File: config.mk
export PLATFORM = sky130hd
export DESIGN_NAME = dss_status_word
export DESIGN_NICKNAME = d
export VERILOG_FILES = /design/src/common/dss_pkg.sv /design/src/logic/dss_status_word.sv /design/src/logic/dss_sync_monitor.sv
export SDC_FILE = /design/constraint.sdc
export NUM_CORES = 1
export LEC_CHECK = 0
export ABC_CLOCK_PERIOD_IN_PS = 3000
export BUFFER_PORTS_ARGS = -buffer_cell sky130_fd_sc_hd__buf_2
export CAP_MARGIN = 10
export CORE_MARGIN = 4
export CORE_UTILIZATION = 50
export CTS_BUF_LIST = sky130_fd_sc_hd__clkbuf_8
export CTS_CLUSTER_DIAMETER = 120
export CTS_CLUSTER_SIZE = 20
export DETAILED_ROUTE_END_ITERATION = 10
export GPL_TIMING_DRIVEN = 0
export PLACE_DENSITY_LB_ADDON = 0.3
export SYNTH_ARGS = -nofsm -noshare
export SYNTH_HDL_FRONTEND = slang
export SYNTH_HIERARCHICAL = 1
export SYNTH_SLANG_ARGS = --single-unit
File: constraint.sdc
create_clock -name core_clk -period 3 [get_ports core_clk]
set_input_delay 0.6 -clock core_clk [delete_from_list [all_inputs] [get_ports core_clk]]
set_output_delay 0.6 -clock core_clk [all_outputs]
set_load 0.01 [all_outputs]
File: src/common/dss_pkg.sv
// drive status word package: object indices, status bit layout, state
// codes, mode codes and sync cycle limits
// assumes a 100 MHz core clock and CiA-style operation mode numbers
package dss_pkg;

   // ==========================================================
   // object indices
   localparam logic [15:0] OBJ_CONTROL_WORD = 16'h6040;
   localparam logic [15:0] OBJ_STATUS_WORD = 16'h6041;
   localparam logic [15:0] STATUS_RESET = 16'h0000;

   // ==========================================================
   // status word bit positions
   localparam int SW_READY = 0;
   localparam int SW_SWITCHED_ON = 1;
   localparam int SW_OP_ENABLED = 2;
   localparam int SW_FAULT = 3;
   localparam int SW_VOLTAGE = 4;
   localparam int SW_QUICK_STOP = 5;
   localparam int SW_ON_DISABLED = 6;
   localparam int SW_MODE_LO = 8;
   localparam int SW_REMOTE = 9;
   localparam int SW_ARRIVED = 10;
   localparam int SW_LIMIT = 11;
   localparam int SW_MODE_12 = 12;
   localparam int SW_MODE_13 = 13;

   // ==========================================================
   // control word bit positions
   localparam int CW_SWITCH_ON = 0;
   localparam int CW_VOLTAGE = 1;
   localparam int CW_QUICK_STOP_N = 2;
   localparam int CW_OP_ENABLE = 3;
   localparam int CW_FAULT_RESET = 7;

   // ==========================================================
   // state codes in bits 3..0
   localparam logic [3:0] CODE_OFF = 4'h0;
   localparam logic [3:0] CODE_READY = 4'h1;
   localparam logic [3:0] CODE_SWITCHED_ON = 4'h3;
   localparam logic [3:0] CODE_OP_ENABLED = 4'h7;
   localparam logic [3:0] CODE_FAULT_REACT = 4'hf;
   localparam logic [3:0] CODE_FAULT = 4'h8;

   // ==========================================================
   // operation modes
   localparam logic [7:0] MODE_PP = 8'h01;
   localparam logic [7:0] MODE_PV = 8'h03;
   localparam logic [7:0] MODE_PT = 8'h04;
   localparam logic [7:0] MODE_HM = 8'h06;
   localparam logic [7:0] MODE_CSP = 8'h08;
   localparam logic [7:0] MODE_CSV = 8'h09;
   localparam logic [7:0] MODE_CST = 8'h0a;

   // ==========================================================
   // sync cycle timing
   localparam int CLK_HZ = 100_000_000;
   localparam int US_NS = 1000;
   localparam int TICK_CYCLES = CLK_HZ / 1_000_000 * US_NS / 1000;
   localparam int SYNC_MIN_US = 125;
   localparam int SYNC_MAX_US = 20000;
   localparam int SYNC_NOM_MIN_US = 250;
   localparam int SYNC_NOM_MAX_US = 10000;
   localparam int SYNC_GRID_US = 250;

   // ==========================================================
   // types
   typedef enum logic [2:0] {
      ST_NOT_READY, ST_ON_DISABLED, ST_READY, ST_SWITCHED_ON,
      ST_OP_ENABLED, ST_QUICK_STOP, ST_FAULT_REACT, ST_FAULT
   } dss_state_t;

   typedef struct packed {
      logic posErrTooLarge;
      logic abnormalStop;
      logic velocityZero;
      logic homingDone;
      logic homingError;
      logic followingValid;
   } dss_mode_flags_t;

   typedef struct packed {
      logic measured;
      logic inRange;
      logic nominal;
      logic onGrid;
   } dss_sync_status_t;

endpackage : dss_pkg

File: src/logic/dss_status_word.sv
// drive state machine and status word builder for a fieldbus servo drive
// assumes control word frames arrive as a one-cycle valid strobe and that
// all status inputs are synchronous levels
//
// Contract
// - status word bits 0..3,5,6 report state; 4 voltage; 7,14,15 zero
// - bit 11 limit, bit 10 arrival, bit 9 remote
// - not ready 0000 bit6 clear; disabled bit6 set
// - ready 0001, switched on 0011, enabled 0111
// - quick stop 0111, reaction 1111, fault 1000
// - bit 13 position error; bit 8 abnormal stop
// - bit 12 per mode; bit 13 homing error
// - sync cycle 125us..20ms accepted, nominal 250us..10ms
// - control bits; fault reset on bit 7 rise
`timescale 1ns/1ps
module dss_status_word (
   // clock and reset
   input wire logic core_clk,
   input wire logic rstn,
   // control word frame
   input wire logic controlValid,
   input wire logic [15:0] controlWord,
   input wire logic [7:0] opMode,
   // drive conditions
   input wire logic faultActive,
   input wire logic voltagePresent,
   input wire logic posLimitActive,
   input wire logic posArrived,
   input wire logic remoteControl,
   input wire dss_pkg::dss_mode_flags_t modeFlags,
   // sync event
   input wire logic syncPulse,
   // status outputs
   output logic [15:0] statusWord,
   output dss_pkg::dss_state_t driveState,
   output dss_pkg::dss_sync_status_t syncStatus
);
   import dss_pkg::*;

   dss_state_t state_reg;
   dss_state_t state_next;
   logic [15:0] status_reg;
   logic [15:0] status_next;
   logic prevReset_reg;

   // ==========================================================
   // control word decode
   wire cwVoltage = controlWord[CW_VOLTAGE];
   wire cmdDisableVolt = controlValid && !cwVoltage;
   wire cmdQuickStop = controlValid && cwVoltage && !controlWord[CW_QUICK_STOP_N];
   wire cmdShutdown = controlValid && controlWord[2:0] == 3'h6;
   wire cmdSwitchOn = controlValid && controlWord[3:0] == 4'h7;
   wire cmdEnableOp = controlValid && controlWord[3:0] == 4'hf;
   wire cwResetBit = controlWord[CW_FAULT_RESET];
   wire faultResetEdge = controlValid && cwResetBit && !prevReset_reg;

   // last fault reset bit seen, for edge detection
   always_ff @(posedge core_clk) begin
      if (!rstn) prevReset_reg <= 1'b0;
      else if (controlValid) prevReset_reg <= cwResetBit;
   end

   // ==========================================================
   // drive state machine
   always_comb begin
      state_next = state_reg;
      case (state_reg)
         ST_NOT_READY: state_next = ST_ON_DISABLED;  // self-init done
         ST_ON_DISABLED: begin
            if (cmdShutdown) state_next = ST_READY;
         end
         ST_READY: begin
            if (cmdDisableVolt || cmdQuickStop) state_next = ST_ON_DISABLED;
            else if (cmdSwitchOn) state_next = ST_SWITCHED_ON;
         end
         ST_SWITCHED_ON: begin
            if (cmdDisableVolt || cmdQuickStop) state_next = ST_ON_DISABLED;
            else if (cmdShutdown) state_next = ST_READY;
            else if (cmdEnableOp) state_next = ST_OP_ENABLED;
         end
         ST_OP_ENABLED: begin
            if (cmdDisableVolt) state_next = ST_ON_DISABLED;
            else if (cmdQuickStop) state_next = ST_QUICK_STOP;
            else if (cmdShutdown) state_next = ST_READY;
            else if (cmdSwitchOn) state_next = ST_SWITCHED_ON;
         end
         ST_QUICK_STOP: begin
            if (cmdDisableVolt) state_next = ST_ON_DISABLED;
            else if (cmdEnableOp) state_next = ST_OP_ENABLED;
         end
         ST_FAULT_REACT: state_next = ST_FAULT;  // reaction takes one cycle
         ST_FAULT: begin
            if (faultResetEdge && !faultActive) state_next = ST_ON_DISABLED;
         end
         default: state_next = ST_NOT_READY;
      endcase
      // internal fault overrides any command
      if (faultActive && state_reg != ST_FAULT && state_reg != ST_FAULT_REACT)
         state_next = ST_FAULT_REACT;
   end

   // ==========================================================
   // status word from the next state, so code and state move together
   wire nxtOff = state_next == ST_NOT_READY || state_next == ST_ON_DISABLED;
   wire nxtRunning = state_next == ST_READY || state_next == ST_SWITCHED_ON ||
                     state_next == ST_OP_ENABLED;
   wire modePP = opMode == MODE_PP;
   wire modeHM = opMode == MODE_HM;
   wire modeCS = opMode == MODE_CSP || opMode == MODE_CSV || opMode == MODE_CST;
   wire bit8 = modeFlags.abnormalStop && (modePP || modeHM || opMode == MODE_CSP);
   wire bit12 = (opMode == MODE_PV && modeFlags.velocityZero) ||
                (modeHM && modeFlags.homingDone) ||
                (modeCS && modeFlags.followingValid);
   wire bit13 = (modePP && modeFlags.posErrTooLarge) ||
                (modeHM && modeFlags.homingError);

   // state code in bits 3..0
   logic [3:0] stateCode;
   always_comb begin
      case (state_next)
         ST_READY: stateCode = CODE_READY;
         ST_SWITCHED_ON: stateCode = CODE_SWITCHED_ON;
         ST_OP_ENABLED: stateCode = CODE_OP_ENABLED;
         ST_QUICK_STOP: stateCode = CODE_OP_ENABLED;
         ST_FAULT_REACT: stateCode = CODE_FAULT_REACT;
         ST_FAULT: stateCode = CODE_FAULT;
         default: stateCode = CODE_OFF;
      endcase
   end

   // assemble word; reserved bits stay zero
   always_comb begin
      status_next = STATUS_RESET;
      status_next[3:0] = stateCode;
      status_next[SW_VOLTAGE] = voltagePresent;
      status_next[SW_QUICK_STOP] = nxtRunning;
      status_next[SW_ON_DISABLED] = state_next == ST_ON_DISABLED;
      status_next[SW_MODE_LO] = bit8;
      status_next[SW_REMOTE] = remoteControl;
      status_next[SW_ARRIVED] = posArrived;
      status_next[SW_LIMIT] = posLimitActive;
      status_next[SW_MODE_12] = bit12;
      status_next[SW_MODE_13] = bit13;
   end

   // state and status registers
   always_ff @(posedge core_clk) begin
      if (!rstn) begin
         state_reg <= ST_NOT_READY;
         status_reg <= STATUS_RESET;
      end else begin
         state_reg <= state_next;
         status_reg <= status_next;
      end
   end
   assign statusWord = status_reg;
   assign driveState = state_reg;

   // ==========================================================
   // sync cycle check
   dss_sync_monitor u_sync (
      .core_clk(core_clk),
      .rstn(rstn),
      .syncPulse(syncPulse),
      .syncStatus(syncStatus)
   );
endmodule : dss_status_word

File: src/logic/dss_sync_monitor.sv
// sync cycle monitor: measures time between sync pulses in microseconds
// assumes syncPulse is a one-cycle pulse synchronous to core_clk
`timescale 1ns/1ps
module dss_sync_monitor #(
   parameter int MIN_US = dss_pkg::SYNC_MIN_US,
   parameter int MAX_US = dss_pkg::SYNC_MAX_US
) (
   // clock and reset
   input wire logic core_clk,
   input wire logic rstn,
   // sync event
   input wire logic syncPulse,
   // measured result
   output dss_pkg::dss_sync_status_t syncStatus
);
   import dss_pkg::*;

   logic [6:0] tickCnt_reg;
   logic [14:0] usCnt_reg;
   logic [7:0] gridCnt_reg;
   logic seen_reg;
   dss_sync_status_t status_reg;

   // ==========================================================
   // microsecond tick divider and period measure
   wire tick = (tickCnt_reg == 7'(TICK_CYCLES - 1));
   wire usSat = (usCnt_reg > 15'(MAX_US));
   wire inRangeNow = (usCnt_reg >= 15'(MIN_US)) && !usSat;
   wire nominalNow = (usCnt_reg >= 15'(SYNC_NOM_MIN_US)) &&
                     (usCnt_reg <= 15'(SYNC_NOM_MAX_US));
   wire onGridNow = (gridCnt_reg == 8'h00) && nominalNow;

   // tick counter; restarts at one so the pulse cycle itself counts and
   // a period of whole microseconds measures exactly, not one short
   always_ff @(posedge core_clk) begin
      if (!rstn) tickCnt_reg <= 7'h00;
      else if (syncPulse) tickCnt_reg <= 7'h01;
      else tickCnt_reg <= tick ? 7'h00 : tickCnt_reg + 7'h01;
   end

   // period counters, cleared on every sync pulse
   always_ff @(posedge core_clk) begin
      if (!rstn || syncPulse) begin
         usCnt_reg <= 15'h0000;
         gridCnt_reg <= 8'h00;
      end else if (tick && !usSat) begin
         usCnt_reg <= usCnt_reg + 15'h0001;
         gridCnt_reg <= (gridCnt_reg == 8'(SYNC_GRID_US - 1)) ? 8'h00 : gridCnt_reg + 8'h01;
      end
   end

   // result latched at each pulse after the first; timeout drops range
   always_ff @(posedge core_clk) begin
      if (!rstn) begin
         seen_reg <= 1'b0;
         status_reg <= '0;
      end else if (syncPulse) begin
         seen_reg <= 1'b1;
         status_reg <= '{measured: seen_reg, inRange: seen_reg && inRangeNow,
                         nominal: seen_reg && nominalNow, onGrid: seen_reg && onGridNow};
      end else if (usSat) begin
         status_reg.inRange <= 1'b0;
         status_reg.nominal <= 1'b0;
         status_reg.onGrid <= 1'b0;
      end
   end
   assign syncStatus = status_reg;
endmodule : dss_sync_monitor

-- Word level (Yosys, flattened, before mapping)
Index checks and enable logic that the tools add are counted.
- register bits: 55
- bits of input ports: 39
- word-level logic and storage cells: 113
- $add $sub $neg: 3
- order comparisons: 4
- equal/unequal tests: 27
- multiplexer cells: 19
- bitwise operators: 1
- reduce and logical (&&, ||, !) cells: 46
- operators with widths (operator ; number):
    $mux 3 ; 14
    $eq 3x3->1 const B ; 9
    $eq 8x4->1 const B ; 3
    $logic_and 1x1->1 ; 24
    $pmux 3 s8 ; 1
    $pmux 4 s5 ; 1
    $add 15x1->15 const B ; 1
    $ge 15x7->1 const B ; 1
    $ge 15x8->1 const B ; 1
    $gt 15x15->1 const B ; 1
    $le 15x14->1 const B ; 1
    $eq 3x2->1 const B ; 4
    $logic_or 1x1->1 ; 11
    $add 8x1->8 const B ; 1
    $eq 8x1->1 const B ; 1
    $eq 8x2->1 const B ; 1
    $eq 8x3->1 const B ; 1
    $eq 8x8->1 const B ; 1
    $logic_not 8->1 ; 1
    $mux 8 ; 1
    $add 7x1->7 const B ; 1
    $eq 7x7->1 const B ; 1
    $eq 3x1->1 const B ; 2
    $logic_not 1->1 ; 6
    9 further kinds ; 11

-- Longest topological paths before layout
Gate-level depths: netlist of the first run.
- word-level depth: 11
- depth in mapped cells: 8
- mapped depth without buffers: 7

-- Modules after synthesis
Netlist of the first run, hierarchy kept.
- modules (own cells, without submodules) (module ; times used ; cells each ; area each (um^2) ; sequential area each (um^2)):
    dss_sync_monitor ; 1 ; 226 ; 1891.8 ; 700.7
    dss_status_word ; 1 ; 98 ; 828.3 ; 340.3

-- Worst setup path before layout of the first run
OpenSTA, ideal clock, no wires.
- path type: reg2reg
- from: register u_sync.usCnt_reg[7]
- to: register u_sync.usCnt_reg[6]
- setup time: 116 ps
- arrival time: 2119 ps
- setup slack: 764 ps
- cell stages (with the launch flop): 7
- path buffers: 1
- period minus slack after synthesis: 2236 ps
- path through: dfxtp_1 > buf_6 > or4_4 > or4_4 > a2111oi_4 > a21o_1 > a21oi_1
- word-level cells in the longest chain between the ends: 3
- ends and longest elaborated chain (item ; line ; source):
    from (decl) ; dss_sync_monitor.sv:19 ; logic [14:0] usCnt_reg;
    from (signal assigned) ; dss_sync_monitor.sv:47 ; usCnt_reg <= usCnt_reg + 15'h0001;
    $gt 15x15->1 ; dss_sync_monitor.sv:27 ; wire usSat = (usCnt_reg > 15'(MAX_US));
    $logic_not 1->1 ; dss_sync_monitor.sv:46 ; end else if (tick && !usSat) begin
    $logic_and 1x1->1 ; dss_sync_monitor.sv:46 ;
Every way passes these cells.
A chain may end at the register's enable or synchronous reset.

-- Final worst setup path of the first run
- from: register u_sync.tickCnt_reg[0]
- to: register u_sync.gridCnt_reg[6]
- word-level cells in the longest chain between the ends: 2
- ends and longest elaborated chain (item ; line ; source):
    from (decl) ; dss_sync_monitor.sv:18 ; logic [6:0] tickCnt_reg;
    from (signal assigned) ; dss_sync_monitor.sv:38 ; else tickCnt_reg <= tick ? 7'h00 : tickCnt_reg + 7'h01;
    $eq 7x7->1 ; dss_sync_monitor.sv:26 ; wire tick = (tickCnt_reg == 7'(TICK_CYCLES - 1));
    $logic_and 1x1->1 ; dss_sync_monitor.sv:46 ;
    to (signal assigned) ; dss_sync_monitor.sv:48 ; gridCnt_reg <= (gridCnt_reg == 8'(SYNC_GRID_US - 1)) ? 8'h00 : gridCnt_reg + 8'h01;
    to (decl) ; dss_sync_monitor.sv:20 ; logic [7:0] gridCnt_reg;
Every way passes these cells.

==> impl_results.md, run 1 <==
- Status: complete, no violations
- Nets: approximately 430
- Root buffer cell: clkbuf_8
- Crit. End Element: flip-flop
- Post-Route Utilization: 60.4%
- Cts repair resizes: 0
- Via count: around 2500
- Worst skew pair latency: 0.31 ns
- Max Clk Rate: about 0.38 GHz
- Data arrival, critical path: about 2.9 ns
- GRT overflow: 0
- Starting Density: 52.3%
- Max Transition Viols Final: 0
- Drt total wl: 6350 um
- Layout cell share with drive strength beyond 1: between 10% and 20%
- Layout fillers: 492
- Die ar.: 0.00668 sq mm
- IO Count: 62
- Row Count: 26
- CTS tree: done
- RSZ-0062 raised after global routing: false
- Crit path time final: 2.62 ns
- Max FFs per register: 15
- Cts hold-fix bufs: 0
- Most frequent cells in the layout: 52 x dfxtp_1, 48 x buf_2, 29 x nand2_1
- # clock sinks: 52
- CTS H-tree depth: 2
- EDFF count, synth: 0
- Initial DRC count: between 150 and 200
- RD Place Congestion: slightly below 0.9
- Post-CTS Setup Bufs: 0
- Cts bufs inserted: 5
- Crit path max fanout: 10
- CP Data Required Time: 3.24 ns
- Max-Cap Viols: 0
- First-pass GRT wire length: about 11000 um
- Synth Area per Inst: 8.40 sq um
- Final setup violation count: 0
- Number of global-route vias before repair: 2408
- Most common cell after layout, fill and taps aside: dfxtp_1
- Leakage power: around 0.0012 uW
- Post-synth ARST share: 0%
- Type of origin of the critical path: flip-flop
- Die Height: roughly 82 um
- Buffers added on ports: 47
- Hold Path Class: flip-flop to flip-flop
- Final Hold Viols: 0
- DP HPWL: 4660 um
- Final Power: between 1000 and 1500 uW
- Post-route antenna net violation count: 0
- Inserted Diodes: 0
- Router iterations before antenna repair: 4
- Yosys cell types: just over 60
- Register bit count reported by yosys: 52
- Clock slew at reported path FFs: 0.10 ns
- WL/cell: 14.1 um
- Die X: 81.8 um
- PD cells: between 400 and 500 mW/mm^2
- Largest net degree at the start of global routing: 19
- Final period utilization: approximately 87%
- Most used DFF post-synth: dfxtp_1
- Vias per cell: 5.63
- # DRC: 0
- Synthesis-to-finish area growth: 15.6%
- Post-Synthesis Cells: 324
- Initial antenna violation count: 0
- Sequential area share after synthesis: between 30% and 40%
- Max VDD drop: 332 uV
- Layout Skew: 0.00910 ns
- Slew @ Worst Pin: 0.855 ns
- Netlist Area Pre-Place: 0.00272 sq mm
- Setup CP Type: flip-flop to flip-flop
- Core ar.: 0.00520 sq mm
- Relative slew slack: 42.6%
- Total track usage: 20.1%
- Setup TNS: 0 ns
- Deepest clock path buffer count: 2
- Yosys warns: 6
[where the power goes]
part	internal (uW)	total, uW	switching (uW)	leakage, uW
Combinational	60.8	137	76.3	0.000707
Sequential	708	717	9.17	0.000423
Clock	171	421	250	0.0000487
[critical path, stage by stage (launching register included)]
cell      delay, ns
dfxtp_1        0.39
ha_1           0.23
nand2_1        0.11
nor4_1         0.62
o21ai_1        0.35
clkbuf_1       0.32
or3_1          0.40
a21oi_1        0.13
[path summary, 6_finish.rpt]
| check | start | endpoint | slack (ns) | cells past startpoint |
|---|---|---|---|---|
| max | u_sync/tickCnt_reg[0]$_SDFF_PN0_ | u_sync/gridCnt_reg[6]$_SDFFE_PP0P_ | 0.38 | 7 |
| min | u_sync/syncStatus[1]$_SDFFE_PN0P_ | u_sync/syncStatus[1]$_SDFFE_PN0P_ | 0.45 | 2 |
| max reg2reg | u_sync/tickCnt_reg[0]$_SDFF_PN0_ | u_sync/gridCnt_reg[6]$_SDFFE_PP0P_ | 0.38 | 7 |
| min reg2reg | u_sync/syncStatus[1]$_SDFFE_PN0P_ | u_sync/syncStatus[1]$_SDFFE_PN0P_ | 0.45 | 2 |
[cell families after synthesis]
family                     synth area share (%)
adders and majority gates                  3.22
muxes                                     0.368
AOI/OAI and AO/OA                          19.1
other                                     0.138
DFF                                        38.3
and+or+nand+nor                            31.0
buffers and inverters                      4.97
xor gates and xnor gates                   2.90
[stage by stage]
step	worst slack [ns]	cell area [sq um]	hold WS (ns)	cells
floorplan	0.764	2730	0.452	326
global placement	0.447	3050	0.442	443
detailed placement	0.402	3050	0.441	443
CTS	0.373	3150	0.457	451
global route	0.0698	3150	0.470	451
finish	0.384	3150	0.455	451
[cell type report]
cell class | count | area (sq um) | area share, %
Inverter | 13 | 48.8 | 1.55
Clock inverter | 3 | 26.3 | 0.835
Multi-Input combinational cell | 248 | 1550 | 49.3
Timing Repair Buffer | 47 | 235 | 7.48
Buffer | 13 | 86.3 | 2.74
Clock buffer | 5 | 68.8 | 2.19
Sequential cell | 52 | 1040 | 33.1
Tap cell | 70 | 87.6 | 2.78
[cells in the mapped netlist (all sizes together), types with 6 or more instances]
cell / number / area (sq um)
nor3: 9 / 45.0
nand2: 29 / 109
o21a: 6 / 45.0
and2: 8 / 50.1
o21ai: 22 / 110
a21oi: 22 / 125
ha: 7 / 87.6
inv: 13 / 48.8
nor4: 8 / 56.3
and3: 7 / 43.8
nand3: 15 / 75.1
nand4: 7 / 43.8
nor2: 22 / 82.6
or3: 12 / 82.6
clkbuf: 7 / 36.3
dfxtp: 52 / 1040
buf: 6 / 50.0
nor2b: 6 / 37.5
[layer usage]
| metal | part of all wire, % | GRT usage [%] | routed length, um |
|---|---|---|---|
| met5 | 0 | 0 | 0 |
| met2 | 47 | 33.4 | 2960 |
| met4 | 1.3 | 6.15 | 82 |
| met1 | 46 | 25.7 | 2930 |
| met3 | 5.9 | 4.82 | 377 |
(Power assumes the default switching activity.)
==> inputs of run 2 (changes only) <==
--- a/config.mk
+++ b/config.mk
@@ -8,8 +8,10 @@
 export ABC_CLOCK_PERIOD_IN_PS = 3000
 export BUFFER_PORTS_ARGS = -buffer_cell sky130_fd_sc_hd__buf_2
 export CAP_MARGIN = 10
+export CELL_PAD_IN_SITES_DETAIL_PLACEMENT = 1
+export CELL_PAD_IN_SITES_GLOBAL_PLACEMENT = 2
 export CORE_MARGIN = 4
-export CORE_UTILIZATION = 50
+export CORE_UTILIZATION = 32
 export CTS_BUF_LIST = sky130_fd_sc_hd__clkbuf_8
 export CTS_CLUSTER_DIAMETER = 120
 export CTS_CLUSTER_SIZE = 20
==> impl_results.md, run 2 (same netlist as run 1, synthesis figures left out) <==
- GRT overflow: 0 (unchanged)
- Cts hold-fix bufs: 0 (unchanged)
- DP HPWL: 5630 um (+21%)
- Crit. End Element: flip-flop
- Inserted Diodes: 0 (unchanged)
- Slew @ Worst Pin: 0.991 ns (+0.136 ns)
- Via count: 2562 (+0.95%)
- Max FFs per register: 15 (unchanged)
- Worst skew pair latency: 0.31 ns (about the same)
- Post-CTS Setup Bufs: 0 (unchanged)
- Max VDD drop: 239 uV (-28%)
- Max-Cap Viols: 0 (unchanged)
- Final Power: 1350 uW (+5.8%)
- Fin area: 0.00321 sq mm (+1.9%)
- Relative slew slack: 33.5% (-9.1 points)
- Clock slew at reported path FFs: 0.10 ns (about the same)
- CTS H-tree depth: 2 (unchanged)
- M2 GR Usage: 25.6% (-7.9 points)
- Number of global-route vias before repair: 2614 (+8.6%)
- Vias per cell: 5.27 (-6.3%)
- Cts bufs inserted: 5 (unchanged)
- Nets: 426 (unchanged)
- IO Count: 62 (unchanged)
- Max Clk Rate: 0.386 GHz (+1.1%)
- Data arrival, critical path: 2.83 ns (-0.03 ns)
- Setup TNS: 0 ns (unchanged)
- Post-Route Utilization: 38.8% (-22 points)
- Router iterations before antenna repair: 6 (+2)
- Final Hold Viols: 0 (unchanged)
- Row Count: 33 (+27%)
- FF-to-FF setup slack: 0.41 ns (+0.03 ns)
- Root buffer cell: clkbuf_8
- Die Height: 100 um (+23%)
- RSZ-0062 raised after global routing: false
- Final setup margin: 0.412 ns (+0.0274 ns)
- CP Launch Point: u_sync/tickCnt_reg[0]$_SDFF_PN0_
- Hold_sp: u_sync/syncStatus[1]$_SDFFE_PN0P_
- Max Transition Viols Final: 0 (unchanged)
- Layout fillers: 1027 (+110%)
- Total track usage: 15.4% (-4.7 points)
- Routing usage on met3: 5.00% (+0.18 points)
- Layout cell share with drive strength beyond 1: 19.9% (unchanged)
- WL/cell: 15.1 um (+7.5%)
- First-pass GRT wire length: 12600 um (+18%)
- Post-place setup slack: 0.356 ns (-0.0460 ns)
- Cts repair resizes: 0 (unchanged)
- Starting Density: 32.9% (-19 points)
- RD Place Congestion: 0.764 (-14%)
- Buffers added on ports: 47 (unchanged)
- Most common cell after layout, fill and taps aside: dfxtp_1
- Post-route antenna net violation count: 0 (unchanged)
- Status: complete, no violations
- Dpl cell area: 0.00309 sq mm (+1.4%)
- PD cells: 421 mW/mm^2 (+3.8%)
- Initial DRC count: 50 (-72%)
- Core ar.: 0.00826 sq mm (+59%)
- Routing usage on met1: 19.1% (-6.6 points)
- Type of origin of the critical path: flip-flop
- Crit path time final: 2.59 ns (-0.0274 ns)
- GRT Max-Usage Layer: met2
- Initial antenna violation count: 0 (unchanged)
- Die ar.: 0.0100 sq mm (+50%)
- Drt total wl: 7360 um (+16%)
- Deepest clock path buffer count: 2 (unchanged)
- Layout Skew: 0.00640 ns (-0.00270 ns)
- CTS tree: done
- # DRC: 0 (unchanged)
- Final setup violation count: 0 (unchanged)
- Final period utilization: 86.3% (-0.91 points)
- # clock sinks: 52 (unchanged)
- Leakage power: 0.00118 uW (+0.46%)
- Setup CP Type: flip-flop to flip-flop
- CP Data Required Time: 3.24 ns (about the same)
- Largest net degree at the start of global routing: 17 (-2)
- Crit path max fanout: 10 (unchanged)
- Hold Path Class: flip-flop to flip-flop
- Die X: 100 um (+23%)
- Synthesis-to-finish area growth: 17.8%
- Worst reg2reg startpoint: u_sync/tickCnt_reg[0]$_SDFF_PN0_
- Most frequent cells in the layout: 52 x dfxtp_1, 48 x buf_2, 29 x nand2_1
run 2: cell types whose count changed in the layout (fill, tap and decap cells not counted):
| cell | before | now |
|---|---|---|
| clkinv_4 | 2 | 0 |
| bufinv_16 | 0 | 1 |
| clkinv_2 | 0 | 1 |
| clkinvlp_4 | 0 | 1 |
| inv_6 | 1 | 0 |
run 2: worst max-delay path, stage by stage, from the launching register on:
cell,delay (ns)
dfxtp_1,0.39
ha_1,0.23
nand2_1,0.10
nor4_1,0.59
o21ai_1,0.36
clkbuf_1,0.31
or3_1,0.40
a21oi_1,0.14
run 2: layout make-up:
cell class	count	area, sq um	area share, %
inverter	13	48.8	1.52
buffer	13	86.3	2.69
sequential	52	1040	32.5
multi-input combinational	248	1550	48.4
clock buffer	5	68.8	2.15
timing repair buffer	47	235	7.34
clock inverter	3	42.5	1.33
tap	105	131	4.10
run 2: worst paths after layout:
path / to / cells past startpoint
hold reg to reg: u_sync/syncStatus[1]$_SDFFE_PN0P_ / 2
hold / removal: u_sync/syncStatus[1]$_SDFFE_PN0P_ / 2
setup reg to reg: u_sync/usCnt_reg[10]$_SDFFE_PP0P_ / 7
setup / recovery: u_sync/usCnt_reg[10]$_SDFFE_PP0P_ / 7
run 2: metrics by stage:
stage          hold slack, ns  cells
3_3_place_gp            0.443    478
5_1_grt                 0.471    486
2_1_floorplan           0.452    326
4_1_cts                 0.477    486
3_5_place_dp            0.464    478
6_report                0.474    486
run 2: power breakdown:
part           switching (uW)  internal, uW  total [uW]
clock network             246           247         493
registers                9.08           708         717
logic                    77.6          60.9         138
run 2: routing by layer:
layer	wire, um	vias up
li1	-	1282
met1	3370	1222
met2	3460	52
met3	433	6
met4	91	0
met5	0	-
==> inputs of run 3 (changes only) <==
--- a/config.mk
+++ b/config.mk
@@ -5,13 +5,14 @@
 export SDC_FILE = /design/constraint.sdc
 export NUM_CORES = 1
 export LEC_CHECK = 0
+export ABC_AREA = 1
 export ABC_CLOCK_PERIOD_IN_PS = 3000
 export BUFFER_PORTS_ARGS = -buffer_cell sky130_fd_sc_hd__buf_2
 export CAP_MARGIN = 10
 export CELL_PAD_IN_SITES_DETAIL_PLACEMENT = 1
 export CELL_PAD_IN_SITES_GLOBAL_PLACEMENT = 2
 export CORE_MARGIN = 4
-export CORE_UTILIZATION = 32
+export CORE_UTILIZATION = 30
 export CTS_BUF_LIST = sky130_fd_sc_hd__clkbuf_8
 export CTS_CLUSTER_DIAMETER = 120
 export CTS_CLUSTER_SIZE = 20
==> impl_results.md, run 3 <==
- Dpl cell area: 0.00343 sq mm (+11%)
- Max-Cap Viols: 0 (unchanged)
- Post-Synthesis Cells: 457 (+41%)
- Post-place setup slack: 0.822 ns (+0.466 ns)
- Yosys warns: 6 (unchanged)
- RSZ-0062 raised after global routing: false
- Cell depth of the worst hold path: 3 (+1)
- Initial antenna violation count: 0 (unchanged)
- Relative slew slack: 44.8% (+11 points)
- Root buffer cell: clkbuf_8
- Worst reg2reg startpoint: u_sync/usCnt_reg[0]$_SDFFE_PP0P_
- Buffers added on ports: 47 (unchanged)
- Crit path largest cell delay: 0.37 ns (-0.22 ns)
- Synthesis-to-finish area growth: 16.6%
- First-pass GRT wire length: 14200 um (+13%)
- Setup TNS: 0 ns (unchanged)
- IO Count: 62 (unchanged)
- Status: complete, no violations
- Layout fillers: 1310 (+28%)
- Largest cells by area after synthesis: dfxtp_1 35%, nand2_1 16%, nor2_1 8.2%, inv_1 6.3%, nand3_1 4.8%
- Clock slew at reported path FFs: 0.10 ns (about the same)
- Crit path time final: 1.82 ns (-0.765 ns)
- Router iterations before antenna repair: 4 (-2)
- Netlist Area Pre-Place: 0.00302 sq mm (+11%)
- Fin area: 0.00352 sq mm (+9.7%)
- Final setup margin: 1.18 ns (+0.765 ns)
- Data arrival, critical path: 2.06 ns (-0.77 ns)
- Via count: 2958 (+15%)
- Cts hold-fix bufs: 0 (unchanged)
- Total track usage: 14.9% (-0.54 points)
- Reg2reg end: u_sync/gridCnt_reg[0]$_SDFFE_PP0P_
- Leakage power: 0.00155 uW (+31%)
- Cts bufs inserted: 5 (unchanged)
- Worst skew pair latency: 0.31 ns (about the same)
- Max VDD drop: 190 uV (-20%)
- Post-synth top area share: 34.5% (-3.8 points)
- # clock sinks: 52 (unchanged)
- Type of origin of the critical path: input port
- CTS H-tree depth: 2 (unchanged)
- Crit path max fanout: 10 (unchanged)
- Core ar.: 0.00977 sq mm (+18%)
- Die X: 108 um (+8.1%)
- Post-Route Utilization: 36.0% (-2.8 points)
- Hold_sp: posLimitActive
- DP HPWL: 6460 um (+15%)
- Cts repair resizes: 0 (unchanged)
- Deepest clock path buffer count: 2 (unchanged)
- Max FFs per register: 15 (unchanged)
- Sequential area share after synthesis: 34.5% (-3.8 points)
- CP max stage cell: clkinv_1
- Synth area leader: dfxtp_1
- Layout Skew: 0.00425 ns (-0.00215 ns)
- Final setup violation count: 0 (unchanged)
- RD Place Congestion: 0.826 (+8.1%)
- Yosys cell types: 39 (-36%)
- Initial DRC count: 65 (+30%)
- Setup CP Type: input port to flip-flop
- WL/cell: 12.5 um (-17%)
- Final period utilization: 60.8% (-26 points)
- Drt total wl: 8080 um (+9.9%)
- Row Count: 36 (+9.1%)
- Register bit count reported by yosys: 52 (unchanged)
- Vias per cell: 4.57 (-13%)
- Synth Area per Inst: 6.60 sq um (-21%)
- Number of global-route vias before repair: 3078 (+18%)
- Crit. End Element: flip-flop
- Final Hold Viols: 0 (unchanged)
- Count leader, synth: nand2_1
- Most frequent cells in the layout: 125 x nand2_1, 66 x nor2_1, 52 x dfxtp_1
- Most used DFF post-synth: dfxtp_1
- Max Transition Viols Final: 0 (unchanged)
- FF-to-FF setup slack: 1.29 ns (+0.88 ns)
- PD cells: 367 mW/mm^2 (-13%)
- Worst r2r path cells: 10 (+3)
- CTS tree: done
- Most frequent cells after synthesis: 125 x nand2_1, 66 x nor2_1, 52 x dfxtp_1, 51 x inv_1, 29 x nand3_1
- Post-synth ARST share: 0% (unchanged)
- Hold Path Class: input port to flip-flop
- CP cell instances: buf_2, inv_1, nor2_2, clkinv_1, clkbuf_1, a21oi_1
- Max Clk Rate: 0.548 GHz (+42%)
- Post-CTS Setup Bufs: 0 (unchanged)
- Hold Slack: 0.470 ns (-0.00430 ns)
- Die Height: 108 um (+8.1%)
- Inserted Diodes: 0 (unchanged)
- Slew @ Worst Pin: 0.820 ns (-0.171 ns)
- Die ar.: 0.0117 sq mm (+17%)
- Most common cell after layout, fill and taps aside: nand2_1
- Post-route antenna net violation count: 0 (unchanged)
- CP Data Required Time: 3.23 ns (about the same)
- # DRC: 0 (unchanged)
- Largest net degree at the start of global routing: 18 (+1)
- Nets: 559 (+31%)
- EDFF count, synth: 0 (unchanged)
- Min-Delay Endpoint: statusWord[11]$_SDFF_PN0_
- GRT overflow: 0 (unchanged)
- Layout cell share with drive strength beyond 1: 19.8% (-0.10 points)
- Starting Density: 30.9% (-2.1 points)
run 3: cell count changes after synthesis, moves of 8 or more:
| cell | delta |
|---|---|
| or3_1 | -9 |
| nand3_1 | +14 |
| nand2_1 | +96 |
| and2_1 | -8 |
| nor2_2 | +8 |
| a21oi_1 | +8 |
| inv_2 | +8 |
| o21ai_0 | -14 |
| nor2_1 | +44 |
| inv_1 | +38 |
run 3: how the worst max path moves through the flow:
| stage | from | to | depth (start not counted) |
|---|---|---|---|
| final | rstn | u_sync/gridCnt_reg[2]$_SDFFE_PP0P_ | 6 |
| after global routing | rstn | u_sync/gridCnt_reg[4]$_SDFFE_PP0P_ | 6 |
| after CTS | rstn | u_sync/gridCnt_reg[2]$_SDFFE_PP0P_ | 6 |
| after detailed placement | rstn | u_sync/gridCnt_reg[2]$_SDFFE_PP0P_ | 6 |
| after global placement | rstn | u_sync/gridCnt_reg[2]$_SDFFE_PP0P_ | 6 |
| after floorplan | rstn | u_sync/gridCnt_reg[2]$_SDFFE_PP0P_ | 5 |
run 3: metal layers:
layer	track usage [%]	share of wire [%]
met1	18.6	47
met2	25.6	47
met3	4.48	5.5
met4	2.43	0.49
met5	0	0
run 3: stage by stage:
stage | power, uW | std cells
after floorplan | 823 | 459
after global placement | 882 | 639
after detailed placement | 886 | 639
after CTS | 1320 | 647
after global routing | 1370 | 647
final | 1290 | 647
run 3: cells by family after synthesis:
kind of cell / share of synthesized area (%)
flops: 34.5
other cells: 0.124
compound gates: 8.88
fa+ha+maj: 2.90
buf+inv: 10.4
xor+xnor: 3.77
simple gates: 39.4
run 3: worst max-delay path, delay by kind of cell:
family,cells,cell delay (ns)
AO/OA/AOI/OAI,1,0.20
buffers and inverters,4,0.91
AND/OR/NAND/NOR,1,0.34
run 3: final cells by class:
type                            count  area (sq um)  share of cell area (%)
Tap cell                          133           166                    4.73
Clock buffer                        5          68.8                    1.96
Clock inverter                      3          22.5                   0.640
Inverter                           62           235                    6.69
Timing Repair Buffer               47           235                    6.69
Sequential cell                    52          1040                    29.6
Multi-Input combinational cell    335          1670                    47.5
Buffer                             10          77.6                    2.21
run 3: power by group:
part	switching (uW)	internal, uW
combinational	90.9	55.2
sequential	11.7	709
clock	257	168
total	360	933
